`src/host_port_pkg.sv`:
```
// Constants, field layouts and carrier types of the disc controller host port
`default_nettype none
package host_port_pkg;
  localparam int DATA_W = 8;
  localparam int SEL_W = 3;
  localparam int NUM_PAR = 6;
  localparam int NUM_DRV = 4;
  localparam int CNT_W = 16;
  // Register pair addresses
  localparam logic [2:0] ADDR_STATUS = 3'h0;
  localparam logic [2:0] ADDR_DATA = 3'h1;
  localparam logic [2:0] ADDR_RES0 = 3'h2;
  // Interface status bits
  localparam int ST_REJECT = 7;
  localparam int ST_COMPLETE = 6;
  localparam int ST_BUSY = 3;
  localparam int ST_XREQ = 2;
  localparam int ST_DIR = 1;
  localparam int ST_BUSEN = 0;
  // Transaction status fields
  localparam int XS_DRV_HI = 7;
  localparam int XS_DRV_LO = 6;
  localparam int XS_TYPE_HI = 5;
  localparam int XS_TYPE_LO = 4;
  localparam int XS_CODE_HI = 3;
  localparam int XS_CODE_LO = 0;
  localparam logic [1:0] CT_GOOD = 2'h0;
  localparam logic [1:0] CT_SYSTEM = 2'h1;
  localparam logic [1:0] CT_OPERATOR = 2'h2;
  localparam logic [1:0] CT_CMD_DRIVE = 2'h3;
  // Drive number within parameter 0
  localparam int P0_DRV_HI = 7;
  localparam int P0_DRV_LO = 6;
  // Command codes
  localparam logic [7:0] CMD_ACK = 8'h00;
  localparam logic [7:0] CMD_LAST = 8'h3F;
  localparam logic [7:0] BYTE_ZERO = 8'h00;
  // Timing
  localparam int CLK_MHZ = 10;
  localparam int INIT_TIME_NS = 1000;
  localparam int INIT_CYCLES = (INIT_TIME_NS * CLK_MHZ + 999) / 1000;
  localparam int COPY_CYCLES = NUM_PAR;
  localparam int SYNC_W = 3 + SEL_W + DATA_W;
  localparam logic [SYNC_W-1:0] SYNC_IDLE = {3'h7, {(SEL_W + DATA_W){1'b0}}};

  typedef struct packed {
    logic [7:0] code;
    logic [NUM_PAR*8-1:0] params;
  } cmd_t;

  typedef struct packed {
    logic [7:0] xstat;
    logic [(NUM_PAR-1)*8-1:0] results;
  } done_t;

  typedef struct packed {
    logic dir;
    logic [CNT_W-1:0] count;
  } xfer_t;

  typedef enum logic [1:0] {PH_INIT, PH_RUN} phase_t;
  typedef enum logic [1:0] {CK_IDLE, CK_COPY} check_t;
endpackage : host_port_pkg
`default_nettype wire

```
`src/pin_sync.sv`:
```
// Two flip-flop synchroniser for host pins
`default_nettype none
module pin_sync #(
  parameter int W = 1,
  parameter logic [W-1:0] IDLE = '0
) (
  input wire logic clk_in,
  input wire logic rst_in,
  input wire logic [W-1:0] pins_in,
  output logic [W-1:0] sync_out
);
  logic [W-1:0] meta_q;
  logic [W-1:0] sync_q;

  always_ff @(posedge clk_in or posedge rst_in) begin
    if (rst_in) begin
      meta_q <= IDLE;
      sync_q <= IDLE;
    end else begin
      meta_q <= pins_in;
      sync_q <= meta_q;
    end
  end

  assign sync_out = sync_q;
endmodule : pin_sync
`default_nettype wire

```
`src/cmd_check.sv`:
```
// Command validation and parameter copy into local memory
`default_nettype none
module cmd_check (
  input wire logic clk_in,
  input wire logic rst_in,
  input wire logic clear_in,
  input wire logic start_in,
  input wire host_port_pkg::cmd_t cmd_in,
  input wire logic [host_port_pkg::NUM_DRV-1:0] drives_present_in,
  input wire logic [host_port_pkg::NUM_DRV-1:0] pending_in,
  output logic busy_out,
  output logic accept_out,
  output logic reject_out,
  output host_port_pkg::cmd_t cmd_out
);
  import host_port_pkg::*;

  check_t state_q, state_d;
  logic [2:0] idx_q, idx_d;
  logic [7:0] code_q, code_d;
  logic [7:0] mem_q [NUM_PAR];
  logic [7:0] mem_d [NUM_PAR];
  logic [NUM_PAR*8-1:0] src_q, src_d;
  logic acc_q, acc_d, rej_q, rej_d;
  logic [1:0] drv;
  logic bad;

  always_comb begin
    state_d = state_q;
    idx_d = idx_q;
    code_d = code_q;
    mem_d = mem_q;
    src_d = src_q;
    acc_d = 1'b0;
    rej_d = 1'b0;
    drv = src_q[(NUM_PAR-1)*8+P0_DRV_LO +: 2];
    bad = (code_q > CMD_LAST) || !drives_present_in[drv] || pending_in[drv];
    case (state_q)
      CK_IDLE: begin
        if (start_in) begin
          state_d = CK_COPY;
          idx_d = '0;
          code_d = cmd_in.code;
          src_d = cmd_in.params;
        end
      end
      CK_COPY: begin
        // One byte a cycle, as the local memory has a single port
        mem_d[idx_q] = src_q[(NUM_PAR-1-int'(idx_q))*8 +: 8];
        idx_d = idx_q + 3'h1;
        if (int'(idx_q) == COPY_CYCLES - 1) begin
          state_d = CK_IDLE;
          acc_d = !bad;
          rej_d = bad;
        end
      end
      default: state_d = CK_IDLE;
    endcase
    if (clear_in) begin
      state_d = CK_IDLE;
      acc_d = 1'b0;
      rej_d = 1'b0;
    end
  end

  always_ff @(posedge clk_in or posedge rst_in) begin
    if (rst_in) begin
      state_q <= CK_IDLE;
      idx_q <= '0;
      code_q <= BYTE_ZERO;
      src_q <= '0;
      acc_q <= 1'b0;
      rej_q <= 1'b0;
      for (int i = 0; i < NUM_PAR; i++) begin
        mem_q[i] <= BYTE_ZERO;
      end
    end else begin
      state_q <= state_d;
      idx_q <= idx_d;
      code_q <= code_d;
      src_q <= src_d;
      acc_q <= acc_d;
      rej_q <= rej_d;
      mem_q <= mem_d;
    end
  end

  assign busy_out = (state_q == CK_COPY) || acc_q || rej_q;
  assign accept_out = acc_q;
  assign reject_out = rej_q;
  always_comb begin
    cmd_out.code = code_q;
    for (int i = 0; i < NUM_PAR; i++) begin
      cmd_out.params[(NUM_PAR-1-i)*8 +: 8] = mem_q[i];
    end
  end
endmodule : cmd_check
`default_nettype wire

```
`src/disc_controller_host_port.sv`:
```
// Host register port of the disc controller: strobes, registers, command issue
`default_nettype none
module disc_controller_host_port (
  input wire logic clk_in,
  input wire logic rst_in,
  input wire logic host_reset_n_in,
  input wire logic [host_port_pkg::DATA_W-1:0] host_data_bus_in,
  output logic [host_port_pkg::DATA_W-1:0] host_data_bus_out,
  output logic host_data_bus_oe_out,
  input wire logic read_strobe_n_in,
  input wire logic write_strobe_n_in,
  input wire logic [host_port_pkg::SEL_W-1:0] register_select_in,
  output logic completion_irq_n_out,
  output logic transfer_direction_out,
  output logic bus_enable_n_out,
  output logic transfer_request_n_out,
  input wire logic self_test_pass_in,
  input wire logic [host_port_pkg::NUM_DRV-1:0] drives_present_in,
  output logic cmd_valid_out,
  output host_port_pkg::cmd_t cmd_out,
  input wire logic done_valid_in,
  input wire host_port_pkg::done_t done_in,
  input wire logic xfer_start_in,
  input wire host_port_pkg::xfer_t xfer_in,
  output logic rx_valid_out,
  output logic [host_port_pkg::DATA_W-1:0] rx_data_out,
  input wire logic [host_port_pkg::DATA_W-1:0] tx_data_in,
  output logic tx_pop_out
);
  import host_port_pkg::*;

  logic [SYNC_W-1:0] sync_s;
  logic hrst_n_s, rd_n_s, wr_n_s;
  logic [SEL_W-1:0] sel_s;
  logic [DATA_W-1:0] data_s;
  logic rd_n_q, wr_n_q, wr_rise, rd_rise;
  logic chk_busy, chk_acc, chk_rej, chk_start, busy;
  logic cmd_wr, ack_hit, data_wr, data_rd, hreset;
  phase_t phase_q, phase_d;
  logic [3:0] init_q, init_d;
  logic reject_q, reject_d, complete_q, complete_d, irq_en_q, irq_en_d;
  logic busen_q, busen_d, dir_q, dir_d;
  logic [NUM_DRV-1:0] pend_q, pend_d;
  logic [CNT_W-1:0] cnt_q, cnt_d;
  logic [7:0] xstat_q, xstat_d;
  logic [(NUM_PAR-1)*8-1:0] res_q, res_d;
  logic [7:0] par_q [NUM_PAR];
  logic [7:0] par_d [NUM_PAR];
  logic [7:0] rdat_q, rdat_d;
  logic oe_q, oe_d, rxv_q, rxv_d, pop_q, pop_d;
  logic [7:0] rxd_q, rxd_d;
  logic [7:0] status;
  cmd_t cmd_new;

  // Address, data and strobes cross together; data is used only at strobe release
  pin_sync #(.W(SYNC_W), .IDLE(SYNC_IDLE)) u_sync (
    .clk_in(clk_in),
    .rst_in(rst_in),
    .pins_in({host_reset_n_in, read_strobe_n_in, write_strobe_n_in,
              register_select_in, host_data_bus_in}),
    .sync_out(sync_s)
  );
  assign {hrst_n_s, rd_n_s, wr_n_s, sel_s, data_s} = sync_s;

  always_ff @(posedge clk_in or posedge rst_in) begin
    if (rst_in) begin
      rd_n_q <= 1'b1;
      wr_n_q <= 1'b1;
    end else begin
      rd_n_q <= rd_n_s;
      wr_n_q <= wr_n_s;
    end
  end

  // Act at strobe release so each pulse is taken exactly once
  assign wr_rise = wr_n_s && !wr_n_q;
  assign rd_rise = rd_n_s && !rd_n_q;
  assign hreset = !hrst_n_s;
  assign cmd_wr = wr_rise && (sel_s == ADDR_STATUS);
  assign data_wr = wr_rise && (sel_s == ADDR_DATA);
  assign data_rd = rd_rise && (sel_s == ADDR_DATA);
  assign busy = (phase_q == PH_INIT) || chk_busy;
  assign ack_hit = (data_s == CMD_ACK);
  assign chk_start = cmd_wr && !busy && !ack_hit && !hreset;

  always_comb begin
    cmd_new.code = data_s;
    for (int i = 0; i < NUM_PAR; i++) begin
      cmd_new.params[(NUM_PAR-1-i)*8 +: 8] = par_q[i];
    end
  end

  cmd_check u_check (
    .clk_in(clk_in),
    .rst_in(rst_in),
    .clear_in(hreset),
    .start_in(chk_start),
    .cmd_in(cmd_new),
    .drives_present_in(drives_present_in),
    .pending_in(pend_q),
    .busy_out(chk_busy),
    .accept_out(chk_acc),
    .reject_out(chk_rej),
    .cmd_out(cmd_out)
  );

  always_comb begin
    status = BYTE_ZERO;
    status[ST_REJECT] = reject_q;
    status[ST_COMPLETE] = complete_q;
    status[ST_BUSY] = busy;
    status[ST_XREQ] = (cnt_q != '0);
    status[ST_DIR] = dir_q;
    status[ST_BUSEN] = busen_q;
  end

  always_comb begin
    phase_d = phase_q;
    init_d = init_q;
    reject_d = reject_q;
    complete_d = complete_q;
    irq_en_d = irq_en_q;
    pend_d = pend_q;
    cnt_d = cnt_q;
    dir_d = dir_q;
    xstat_d = xstat_q;
    res_d = res_q;
    par_d = par_q;
    rxv_d = 1'b0;
    rxd_d = rxd_q;
    pop_d = 1'b0;
    busen_d = self_test_pass_in && (phase_q == PH_RUN);
    oe_d = !rd_n_s;
    // Read mux refreshed every cycle so the bus holds the current value
    case (sel_s)
      ADDR_STATUS: rdat_d = status;
      ADDR_DATA: rdat_d = tx_data_in;
      ADDR_RES0: rdat_d = xstat_q;
      default: rdat_d = res_q[(NUM_PAR-2-(int'(sel_s)-3))*8 +: 8];
    endcase
    if (phase_q == PH_INIT) begin
      init_d = init_q + 4'h1;
      if (int'(init_q) == INIT_CYCLES - 1) begin
        phase_d = PH_RUN;
      end
    end
    if (wr_rise && (sel_s >= ADDR_RES0)) begin
      par_d[int'(sel_s) - 2] = data_s;
    end
    if (cmd_wr) begin
      if (busy) begin
        reject_d = 1'b1;
      end else if (ack_hit) begin
        complete_d = 1'b0;
        irq_en_d = 1'b1;
        reject_d = 1'b0;
      end else begin
        reject_d = 1'b0;
      end
    end
    if (chk_rej) begin
      reject_d = 1'b1;
    end
    if (chk_acc) begin
      pend_d[cmd_out.params[(NUM_PAR-1)*8+P0_DRV_LO +: 2]] = 1'b1;
    end
    if (done_valid_in) begin
      // Completion set wins over a same-cycle acknowledge
      complete_d = 1'b1;
      xstat_d = done_in.xstat;
      res_d = done_in.results;
      pend_d[done_in.xstat[XS_DRV_HI:XS_DRV_LO]] = 1'b0;
    end
    if (data_wr) begin
      rxv_d = 1'b1;
      rxd_d = data_s;
    end
    if (data_rd) begin
      pop_d = 1'b1;
    end
    if ((data_wr && !dir_q || data_rd && dir_q) && cnt_q != '0) begin
      cnt_d = cnt_q - 16'h0001;
    end
    if (xfer_start_in) begin
      dir_d = xfer_in.dir;
      cnt_d = xfer_in.count;
    end
    if (hreset) begin
      phase_d = PH_INIT;
      init_d = '0;
      reject_d = 1'b0;
      complete_d = 1'b0;
      irq_en_d = 1'b0;
      pend_d = '0;
      cnt_d = '0;
      dir_d = 1'b0;
      busen_d = 1'b0;
      rxv_d = 1'b0;
      pop_d = 1'b0;
    end
  end

  always_ff @(posedge clk_in or posedge rst_in) begin
    if (rst_in) begin
      phase_q <= PH_INIT;
      init_q <= '0;
      reject_q <= 1'b0;
      complete_q <= 1'b0;
      irq_en_q <= 1'b0;
      pend_q <= '0;
      cnt_q <= '0;
      dir_q <= 1'b0;
      xstat_q <= BYTE_ZERO;
      res_q <= '0;
      busen_q <= 1'b0;
      oe_q <= 1'b0;
      rdat_q <= BYTE_ZERO;
      rxv_q <= 1'b0;
      rxd_q <= BYTE_ZERO;
      pop_q <= 1'b0;
      for (int i = 0; i < NUM_PAR; i++) begin
        par_q[i] <= BYTE_ZERO;
      end
    end else begin
      phase_q <= phase_d;
      init_q <= init_d;
      reject_q <= reject_d;
      complete_q <= complete_d;
      irq_en_q <= irq_en_d;
      pend_q <= pend_d;
      cnt_q <= cnt_d;
      dir_q <= dir_d;
      xstat_q <= xstat_d;
      res_q <= res_d;
      busen_q <= busen_d;
      oe_q <= oe_d;
      rdat_q <= rdat_d;
      rxv_q <= rxv_d;
      rxd_q <= rxd_d;
      pop_q <= pop_d;
      par_q <= par_d;
    end
  end

  assign host_data_bus_out = rdat_q;
  assign host_data_bus_oe_out = oe_q;
  // Irq follows the completion bit in the same cycle it is set, once an acknowledge has set irq_en_q
  assign completion_irq_n_out = !(complete_q && irq_en_q);
  assign transfer_direction_out = dir_q;
  assign bus_enable_n_out = !busen_q;
  assign transfer_request_n_out = (cnt_q == '0);
  assign cmd_valid_out = chk_acc;
  assign rx_valid_out = rxv_q;
  assign rx_data_out = rxd_q;
  assign tx_pop_out = pop_q;
endmodule : disc_controller_host_port
`default_nettype wire

```
`config.mk`:
```
export PLATFORM = sky130hd
export DESIGN_NAME = disc_controller_host_port
export DESIGN_NICKNAME = d
export VERILOG_FILES = /design/src/host_port_pkg.sv /design/src/pin_sync.sv /design/src/cmd_check.sv /design/src/disc_controller_host_port.sv
export SDC_FILE = /design/constraint.sdc
export NUM_CORES = 1
export LEC_CHECK = 0
export ABC_CLOCK_PERIOD_IN_PS = 10850
export BUFFER_PORTS_ARGS = -buffer_cell sky130_fd_sc_hd__buf_4
export CORE_ASPECT_RATIO = 2
export CORE_MARGIN = 5
export CORE_UTILIZATION = 50
export CTS_CLUSTER_DIAMETER = 60
export DETAILED_ROUTE_END_ITERATION = 10
export MAX_ROUTING_LAYER = met4
export PLACE_DENSITY = 0.71
export SLEW_MARGIN = 20
export SYNTH_ARGS = -nofsm -noshare
export SYNTH_HDL_FRONTEND = slang
export SYNTH_HIERARCHICAL = 1
export SYNTH_SLANG_ARGS = --single-unit
```
`constraint.sdc`:
```
create_clock -name clk_in -period 10.85 [get_ports clk_in]
set_input_delay 1.6275 -clock clk_in [delete_from_list [all_inputs] [get_ports clk_in]]
set_output_delay 1.6275 -clock clk_in [all_outputs]
set_load 0.02 [all_outputs]
```
* Word-level counts from Yosys, hierarchy flattened
Cells that the tools add are included.
** Operators by class
- Add/subtract/negate cells :: 7
- $mul :: 0
- Div/mod/pow operators :: 0
- Magnitude comparators :: 11
- Equality and inequality tests :: 20
- Shift-type cells :: 2
- Mux-type cells :: 58
- Bitwise gates (word level) :: 5
- Reduce and logical (&&, ||, !) cells :: 47
** Operators by type and width (number)
- $bwmux 48 :: 2
- $demux 8 s3 :: 2
- $mux 16 :: 3
- $shiftx 48x32->8 :: 1
- $shiftx 40x8->8 :: 1
- $ge 32x4->1 const B :: 1
- $lt 32x1->1 const B :: 1
- $not 32->32 :: 1
- $mux 1 :: 30
- $pmux 8 s3 :: 1
- $mux 4 :: 5
- $logic_and 1x1->1 :: 18
- $logic_not 16->1 :: 1
- $mux 8 :: 2
- $reduce_bool 16->1 :: 1
- $sub 16x1->16 const B :: 1
- $ne 3x3->1 const B :: 5
- $ne 2x2->1 const B :: 7
- $mux 2 :: 6
- $logic_not 1->1 :: 10
- $lt 2x3->1 const B :: 3
- $gt 8x6->1 const B :: 1
- $logic_not 8->1 :: 1
- $reduce_and 2->1 :: 4
- 29 further kinds :: 42
** Word-level totals
- Register bits after elaboration :: 287
- Bits in latches :: 0
- Memory bits (writable) :: 0
- Bits in read-only memories :: 0
- Input bits :: 96
- Output and inout port bits :: 80
- Logic and storage cells :: 188
- Memories :: 0

* Depth between registers and ports, before layout
Gate-level depths: netlist of run 1.
- Depth in word-level cells :: 11
- Mapped depth :: 10
- Gate-level depth less buffers :: 8

* Cells and area by module
The synthesis of run 1 kept the hierarchy.
** Modules (own cells, without submodules)
- disc_controller_host_port :: instances 1, cells an instance 528, area each 6698.9 µm², sequential area each 3681.0 µm²
- cmd_check :: instances 1, cells an instance 359, area each 4581.9 µm², sequential area each 2752.6 µm²
- pin_sync :: instances 1, cells an instance 29, area each 711.9 µm², sequential area each 708.2 µm²

* Worst setup path before layout of run 1
OpenSTA, ideal clock, no wires.
- Path type :: register -> output
- Start point :: register cnt_q[0]
- End point :: output port transfer_request_n_out
- Arrival :: 1556 ps
- Data required time :: 9223 ps
- Slack :: 7666 ps
- Stages on the path, launching flop included :: 5
- Buffers on the path :: 0
- Cell sequence :: dfrtp_1 inv_1 ha_1 or4b_1 nor4_4
** On the way
- Cells in the longest elaborated chain, start to end :: 1
** RTL lines
- from (decl) :: RTL line disc_controller_host_port.sv:44 : logic [CNT_W-1:0] cnt_q, cnt_d;
- from (signal assigned) :: RTL line disc_controller_host_port.sv:231 : cnt_q <= cnt_d;
- $logic_not 16->1 :: RTL line disc_controller_host_port.sv:251 : assign transfer_request_n_out = (cnt_q == '0);
- to (decl) :: RTL line disc_controller_host_port.sv:16 : output logic transfer_request_n_out,
No other way between the ends.

* Final worst setup path of run 1
Same ends and word-level chain as after synthesis.

==> results of run 1 <==
[cells in the mapped netlist (10+ instances only)]
cell	n
mux2_2	180
clkbuf_1	25
ha_1	15
buf_2	10
nor2b_1	17
nor4_1	11
inv_1	23
or3_1	12
dfrtp_1	277
nor2_1	21
a21oi_1	10
o21ai_0	68
nand2_1	61
o21ai_1	13
a31oi_1	23
[cells in the final DEF, fill, tap and decap left out, drive strengths merged, types with 4 or more instances in the layout]
| master | synthesis | final |
|---|---|---|
| clkbuf | 25 | 39 |
| o31ai | 8 | 8 |
| nand4b | 4 | 4 |
| or4 | 8 | 8 |
| o211ai | 4 | 4 |
| a22o | 5 | 5 |
| o31a | 5 | 5 |
| clkinv | 0 | 4 |
| nor2b | 17 | 17 |
| or3 | 12 | 12 |
| ha | 15 | 15 |
| dfrtp | 277 | 277 |
| a31oi | 23 | 23 |
| nand3 | 8 | 8 |
| o21ai | 81 | 81 |
| a21oi | 10 | 10 |
| a222oi | 8 | 8 |
| nor3 | 10 | 10 |
| inv | 24 | 25 |
| or2 | 8 | 8 |
| mux2 | 184 | 184 |
| nand2b | 9 | 9 |
| nor4 | 13 | 13 |
| buf | 19 | 183 |
| dfstp | 8 | 8 |
| mux4 | 7 | 7 |
| nor2 | 21 | 21 |
| nand2 | 61 | 61 |
[where the power goes]
group / internal, mW / switching (mW)
Combinational: 0.120 / 0.111
Clock: 0.576 / 0.400
Sequential: 1.15 / 0.0512
Total: 1.84 / 0.562
[area by class of cell]
type,instances,area [sq um],share of cell area (%)
Sequential cell,285,7142,49.36
Antenna cell,1,2.502,0.01730
Clock buffer,38,787.0,5.440
Tap cell,287,359.1,2.482
Timing Repair Buffer,184,1379,9.530
Multi-Input combinational cell,563,4564,31.55
Clock inverter,10,136.4,0.9427
Inverter,24,97.59,0.6746
[cell families after synthesis]
family	Yosys count	share of synthesized area (%)
xor+xnor	4	0.4069
compound gates	164	8.649
mux	193	18.79
flops	285	59.55
fa+ha+maj	15	1.565
buf+inv	68	2.452
simple gates	187	8.586
[worst paths after layout]
kind                                    startpoint                      to  slack (ns)  cells after the start
worst max-delay path                      cnt_q[0]  transfer_request_n_out        6.86                      5
worst min-delay path              u_sync/meta_q[5]      u_sync/sync_out[5]        0.34                      0
worst max register to register  u_sync/sync_out[8]       u_check/src_q[28]        7.65                      8
worst min register to register    u_sync/meta_q[5]      u_sync/sync_out[5]        0.34                      0
max in group asynchronous                   rst_in               res_q[34]        8.26                      3
min in group asynchronous                   rst_in       u_check/src_q[39]        1.14                      2
[routing by layer]
metal  up-vias  global-route usage [%]  part of all wire (%)
li1       3652                       -                     -
met1      4155                   24.96                    36
met3        54                   2.914                   3.9
met5         -                       -                     0
met2       195                   41.86                    57
met4         0                   8.175                   3.4
[sequential cells by signal, summed over array words and instances (netlist names), 3 cells and up]
name and count:
cmd_new 48, u_check/cmd_out 48, u_check/src_q 48, res_q 40, cnt_q 16, u_sync/meta_q 14
u_sync/sync_out 14, host_data_bus_out 8, rx_data_out 8, u_check/code_q 8, xstat_q 8, init_q 4
pend_q 4, u_check/idx_q 3
[through the flow]
step | area, sq um | hold WS [ns] | cells
2_1_floorplan | 11990 | 0.3312 | 916
3_3_place_gp | 13540 | 0.3321 | 1342
3_5_place_dp | 13540 | 0.3347 | 1342
4_1_cts | 14460 | 0.3434 | 1390
5_1_grt | 14470 | 0.3628 | 1392
6_report | 14470 | 0.3404 | 1392
[worst reg2reg max path, delay by kind of cell (launching register included)]
family / cells / cell delay, ns
adder cells (fa/ha/maj): 1 / 0.20
buffers and inverters: 3 / 0.96
flip-flops: 1 / 0.66
multiplexers: 1 / 0.46
AND/OR/NAND/NOR: 3 / 0.82
==> key figures, run 1 <==
GRT
  – Overflow after GRT: 0
  – Vias in the first global route: between 8k and 9k
  – Largest net degree at the start of global routing: 86
  – Total track usage: between 20% and 30%
  – Initial antenna violation count: 1
  – Global-route wire length before repair: 47,710 um

STA
  – Final number of setup-violating endpoints: 0
  – Clock skew: 0.01969 ns
  – Slew @ Worst Pin: about 1.1 ns
  – Fin crit share: 36.73%
  – Setup WS post-layout: 6.865 ns
  – RSZ-0062 raised after global routing: no
  – FMAX: around 0.25 GHz
  – Final Max Slew Viols: 0
  – Max_slew headroom: approximately 24%
  – Post-route minimum period: roughly 4.0 ns
  – TNS Setup: 0 ns
  – Fin. Hold Viols: 0

Drt
  – Initial DRT Pass Iterations: 7
  – Drt total wl: approximately 30,000 um
  – Total number of vias: between 8k and 9k
  – DRC violations left: 0
  – Post-DR vias/cell: between 5 and 6
  – Drt initial violations: 579
  – Routed Antenna Nets: 0
  – Drt wl/cell: approximately 21 um

Synth
  – Post-synth top area cell: dfrtp_1
  – Distinct cells, synth: 65
  – Mapped Area: between 0.01 and 0.015 sq mm
  – Sequential fraction of the synthesis area: between 50 and 60%
  – Number of synthesized flops with an enable pin: 0
  – Syn Area/Cell: ~13 sq um
  – Ys Warns: 6
  – Async set-reset flop share out of synthesis: 100.0%
  – Mapped Cells: just over 900
  – Top area cells in the synthesized netlist: dfrtp_1 58%, mux2_2 17%, o21ai_0 2.8%
  – Mapped Nets: 1,027
  – Post-synth top area share: between 50% and 60%
  – Primary FF master, synth: dfrtp_1
  – Post-synthesis register bit count: 285

Floorplan
  – CORE AREA: 0.02372 sq mm
  – Die width: between 100 and 150 um
  – Die Span Y: 229.0 um
  – Row count: 80
  – Die area: about 0.027 sq mm
  – # IOs: roughly 180
  – Initial core utilization: just over 50%

Placed design
  – Final HPWL DP: ~21,000 um
  – PortBufs: between 150 and 200
  – Placer Congestion: between 0.8 and 0.9
  – Placement Setup Slack: between 7 and 8 ns

Run
  – Max-cap violation count: 0

Setup path
  – CP peak stage delay: around 0.52 ns
  – CP startpoint kind: flop
  – CP Cell Sequence: inv_1 -> ha_1 -> or4b_1 -> nor4_4 -> buf_4
  – Arr. time, crit path: approximately 2.4 ns
  – Crit path max fanout: 9
  – Crit Path Class: flop to output port
  – Crit path max-delay family: simple AND/OR/NAND/NOR gates
  – Slowest-stage cell, CP: or4b_1
  – Nature of the critical path endpoint: output port
  – WP buf/inv: 2
  – Critical Path RT: 9.22 ns

Clocking
  – Clock slew at reported path FFs: around 0.07 ns
  – Max clock buf depth: 3
  – Post_cts resized: 0
  – Clk Latency, worst-skew pair: ~0.54 ns
  – Max H-tree Level: 1
  – # hold bufs at CTS: 0
  – CTS tree: done
  – TritonCTS Buffers: 26
  – Setup Buffers After CTS: 0
  – Root buffer cell: clkbuf_16
  – TritonCTS Sinks: between 200 and 300

Run status
  – Outcome: completed

Cells and area
  – Fillers: around 1.9k
  – Fraction of layout cells with a size suffix above 1: approximately two fifths
  – Final core occ: between 60 and 70%
  – Final Net Count: ~1.2k
  – Area growth syn-to-layout: 20.64%

Power
  – Pwr Total: 2.405 mW
  – PD cells: ~170 mW/mm^2
  – Pleak: approximately 6.7 nW
  – Peak supply drop: between 0.15 and 0.2 mV

Worst hold path
  – Hold crit path type: flop to flop
Note: power is estimated with default switching activity, not from simulation.
==> run 2, diff against run 1 <==
--- a/config.mk
+++ b/config.mk
@@ -5,7 +5,7 @@
 export SDC_FILE = /design/constraint.sdc
 export NUM_CORES = 1
 export LEC_CHECK = 0
-export ABC_CLOCK_PERIOD_IN_PS = 10850
+export ABC_CLOCK_PERIOD_IN_PS = 3800
 export BUFFER_PORTS_ARGS = -buffer_cell sky130_fd_sc_hd__buf_4
 export CORE_ASPECT_RATIO = 2
 export CORE_MARGIN = 5
==> constraint.sdc (replaced) <==
create_clock -name clk_in -period 3.8 [get_ports clk_in]
set_input_delay 0.57 -clock clk_in [delete_from_list [all_inputs] [get_ports clk_in]]
set_output_delay 0.57 -clock clk_in [all_outputs]
set_load 0.02 [all_outputs]
==> key figures, run 2 (synthesis gave the netlist of run 1 again) <==
STA
  – Slew @ Worst Pin: 1.099 ns (was 1.134 ns)
  – FMAX: around 0.33 GHz
  – Fin crit share: between 70% and 80%
  – Final number of setup-violating endpoints: 0 (unchanged)
  – TNS Setup: 0 ns (unchanged)
  – Clock skew: 0.008749 ns (was 0.01969 ns)
  – Max_slew headroom: 26.35% (was 24.43%)
  – Fin. Hold Viols: 0 (unchanged)
  – Post-route minimum period: approximately 3 ns
  – Setup WS post-layout: 0.7617 ns (was 6.865 ns)
  – RSZ-0062 raised after global routing: no (unchanged)
  – Final Max Slew Viols: 0 (unchanged)

Worst hold path
  – Hold crit path type: input pin to async pin (was flop to flop)

Power
  – PD cells: 458.3 mW/mm^2 (was 166.2 mW/mm^2)
  – Pleak: 6.679 nW (was 6.686 nW)
  – Peak supply drop: 0.4314 mV (was 0.1587 mV)
  – Pwr Total: 6.627 mW (was 2.405 mW)

Setup path
  – Reg2Reg Launch Point: u_sync/sync_out[8] (unchanged)
  – Arr. time, crit path: 2.47 ns (was 2.36 ns)
  – Setup slack, reg-to-reg: 0.96 ns (was 7.65 ns)
  – Crit Path Class: flop to output port (unchanged)
  – Capture point of the worst reg-to-reg path: host_data_bus_out[2] (was u_check/src_q[28])
  – Reg2Reg Depth: 7 (was 8)
  – CP Capture Point: transfer_request_n_out (unchanged)
  – Nature of the critical path endpoint: output port (unchanged)
  – Critical Path RT: 3.23 ns (was 9.22 ns)
  – Crit path max fanout: 9 (unchanged)
  – Crit path launch: cnt_q[12] (was cnt_q[0])
  – CP startpoint kind: flop (unchanged)

Cells and area
  – Multi-input logic area: 0.004564 sq mm (unchanged)
  – Area growth syn-to-layout: 20.56% (was 20.64%)
  – Final cell count without fillers: 1,397 (was 1,392)
  – FF/Latch Area: 0.007142 sq mm (unchanged)
  – Commonest non-fill, non-tap cell in the layout: dfrtp_1 (unchanged)
  – Final Net Count: 1,202 (was 1,195)
  – Antenna diode count: 0 (was 1)
  – Fillers: 1,892 (was 1,916)
  – Fraction of layout cells with a size suffix above 1: 40.27% (was 40.22%)
  – Commonest cells after routing, fill and taps aside: 277 x dfrtp_1, 189 x buf_4, 180 x mux2_2 (was 277 x dfrtp_1, 183 x buf_4, 180 x mux2_2)

Run status
  – Outcome: completed (unchanged)

Placed design
  – Placement Setup Slack: 0.9578 ns (was 7.429 ns)
  – Placer Congestion: 0.8418 (was 0.8559)
  – Final HPWL DP: 21,650 um (was 20,910 um)
  – PortBufs: 175 (unchanged)
  – Cells after DPL: 1,351 (was 1,342)

Drt
  – Metal-1 WL: 10,760 um (was 10,670 um)
  – Drt total wl: 30,140 um (was 29,810 um)
  – DRC violations left: 0 (unchanged)
  – WL met2: 16,910 um (was 16,950 um)
  – Met3 WL: 1228 um (was 1168 um)
  – Post-DR vias/cell: 5.781 (was 5.787)
  – Drt wl/cell: 21.58 um (was 21.42 um)
  – Total number of vias: 8,076 (was 8,056)
  – Top layer in use: met4 (unchanged)
  – Drt initial violations: 539 (was 579)
  – Initial DRT Pass Iterations: 7 (unchanged)
  – Routed Antenna Nets: 0 (unchanged)

Clocking
  – # hold bufs at CTS: 0 (unchanged)
  – Clock slew at reported path FFs: 0.07 ns (about the same)
  – TritonCTS Buffers: 25 (was 26)
  – Clk Latency, worst-skew pair: 0.54 ns (about the same)
  – Setup Buffers After CTS: 0 (unchanged)
  – Root buffer cell: clkbuf_16 (unchanged)
  – TritonCTS Sinks: 285 (unchanged)
  – Max H-tree Level: 1 (unchanged)
  – Max clock buf depth: 3 (unchanged)
  – Post_cts resized: 0 (unchanged)
  – CTS tree: done (unchanged)

GRT
  – Overflow after GRT: 0 (unchanged)
  – Global-route wire length before repair: 48,090 um (was 47,710 um)
  – Vias in the first global route: 8,768 (was 8,591)
  – Largest net degree at the start of global routing: 92 (was 86)
  – Total track usage: 22.87% (was 22.76%)
  – Initial antenna violation count: 0 (was 1)

Run
  – Max-cap violation count: 0 (unchanged)

Floorplan
  – # IOs: 176 (unchanged)
  – Die area: 0.02737 sq mm (unchanged)
  – Initial core utilization: 50.55% (unchanged)
  – Die Span Y: 229.0 um (unchanged)
  – Die width: 119.5 um (unchanged)
  – Row count: 80 (unchanged)
  – CORE AREA: 0.02372 sq mm (unchanged)
[run 2: worst min path at each step]
stage	slack, ns	startpoint	end	cells after the start
after floorplan	0.33	u_sync/meta_q[0]	u_sync/sync_out[0]	0
after global placement	0.33	u_sync/meta_q[5]	u_sync/sync_out[5]	0
after detailed placement	0.34	u_sync/meta_q[5]	u_sync/sync_out[5]	0
after CTS	0.09	rst_in	u_sync/sync_out[8]	2
after global routing	0.10	host_data_bus_in[7]	u_sync/meta_q[7]	1
final	0.1	rst_in	u_sync/sync_out[8]	2
[run 2: power by group]
group	internal, mW	switching (mW)
combinational	0.349	0.328
sequential	3.27	0.136
clock	1.43	1.12
total	5.05	1.58
[run 2: critical path: stages, from the launching register on]
cell     delay, ns
dfrtp_1       0.44
or4_1         0.69
nor4_4        0.56
buf_4         0.25
[run 2: area by class of cell]
cell class	count	area share, %
multi-input combinational	563	31.57
clock inverter	7	0.4846
sequential	285	49.39
tap	287	2.484
clock buffer	39	5.175
inverter	24	0.6663
timing repair buffer	192	10.23
[run 2: metrics by stage]
stage          utilization, %  hold WS [ns]  instance area [sq um]
6_report                60.95       0.09965                  14460
5_1_grt                 60.95        0.1045                  14460
4_1_cts                 60.95       0.09136                  14460
3_5_place_dp            57.50        0.3356                  13640
3_3_place_gp            57.50        0.3314                  13640
2_1_floorplan               -        0.3312                  12000
[run 2: metal layers]
metal / global-route usage [%] / vias to the layer above
met3: 3.160 / 77
met1: 24.33 / 4108
li1: - / 3664
met5: - / -
met2: 42.10 / 227
met4: 9.394 / 0
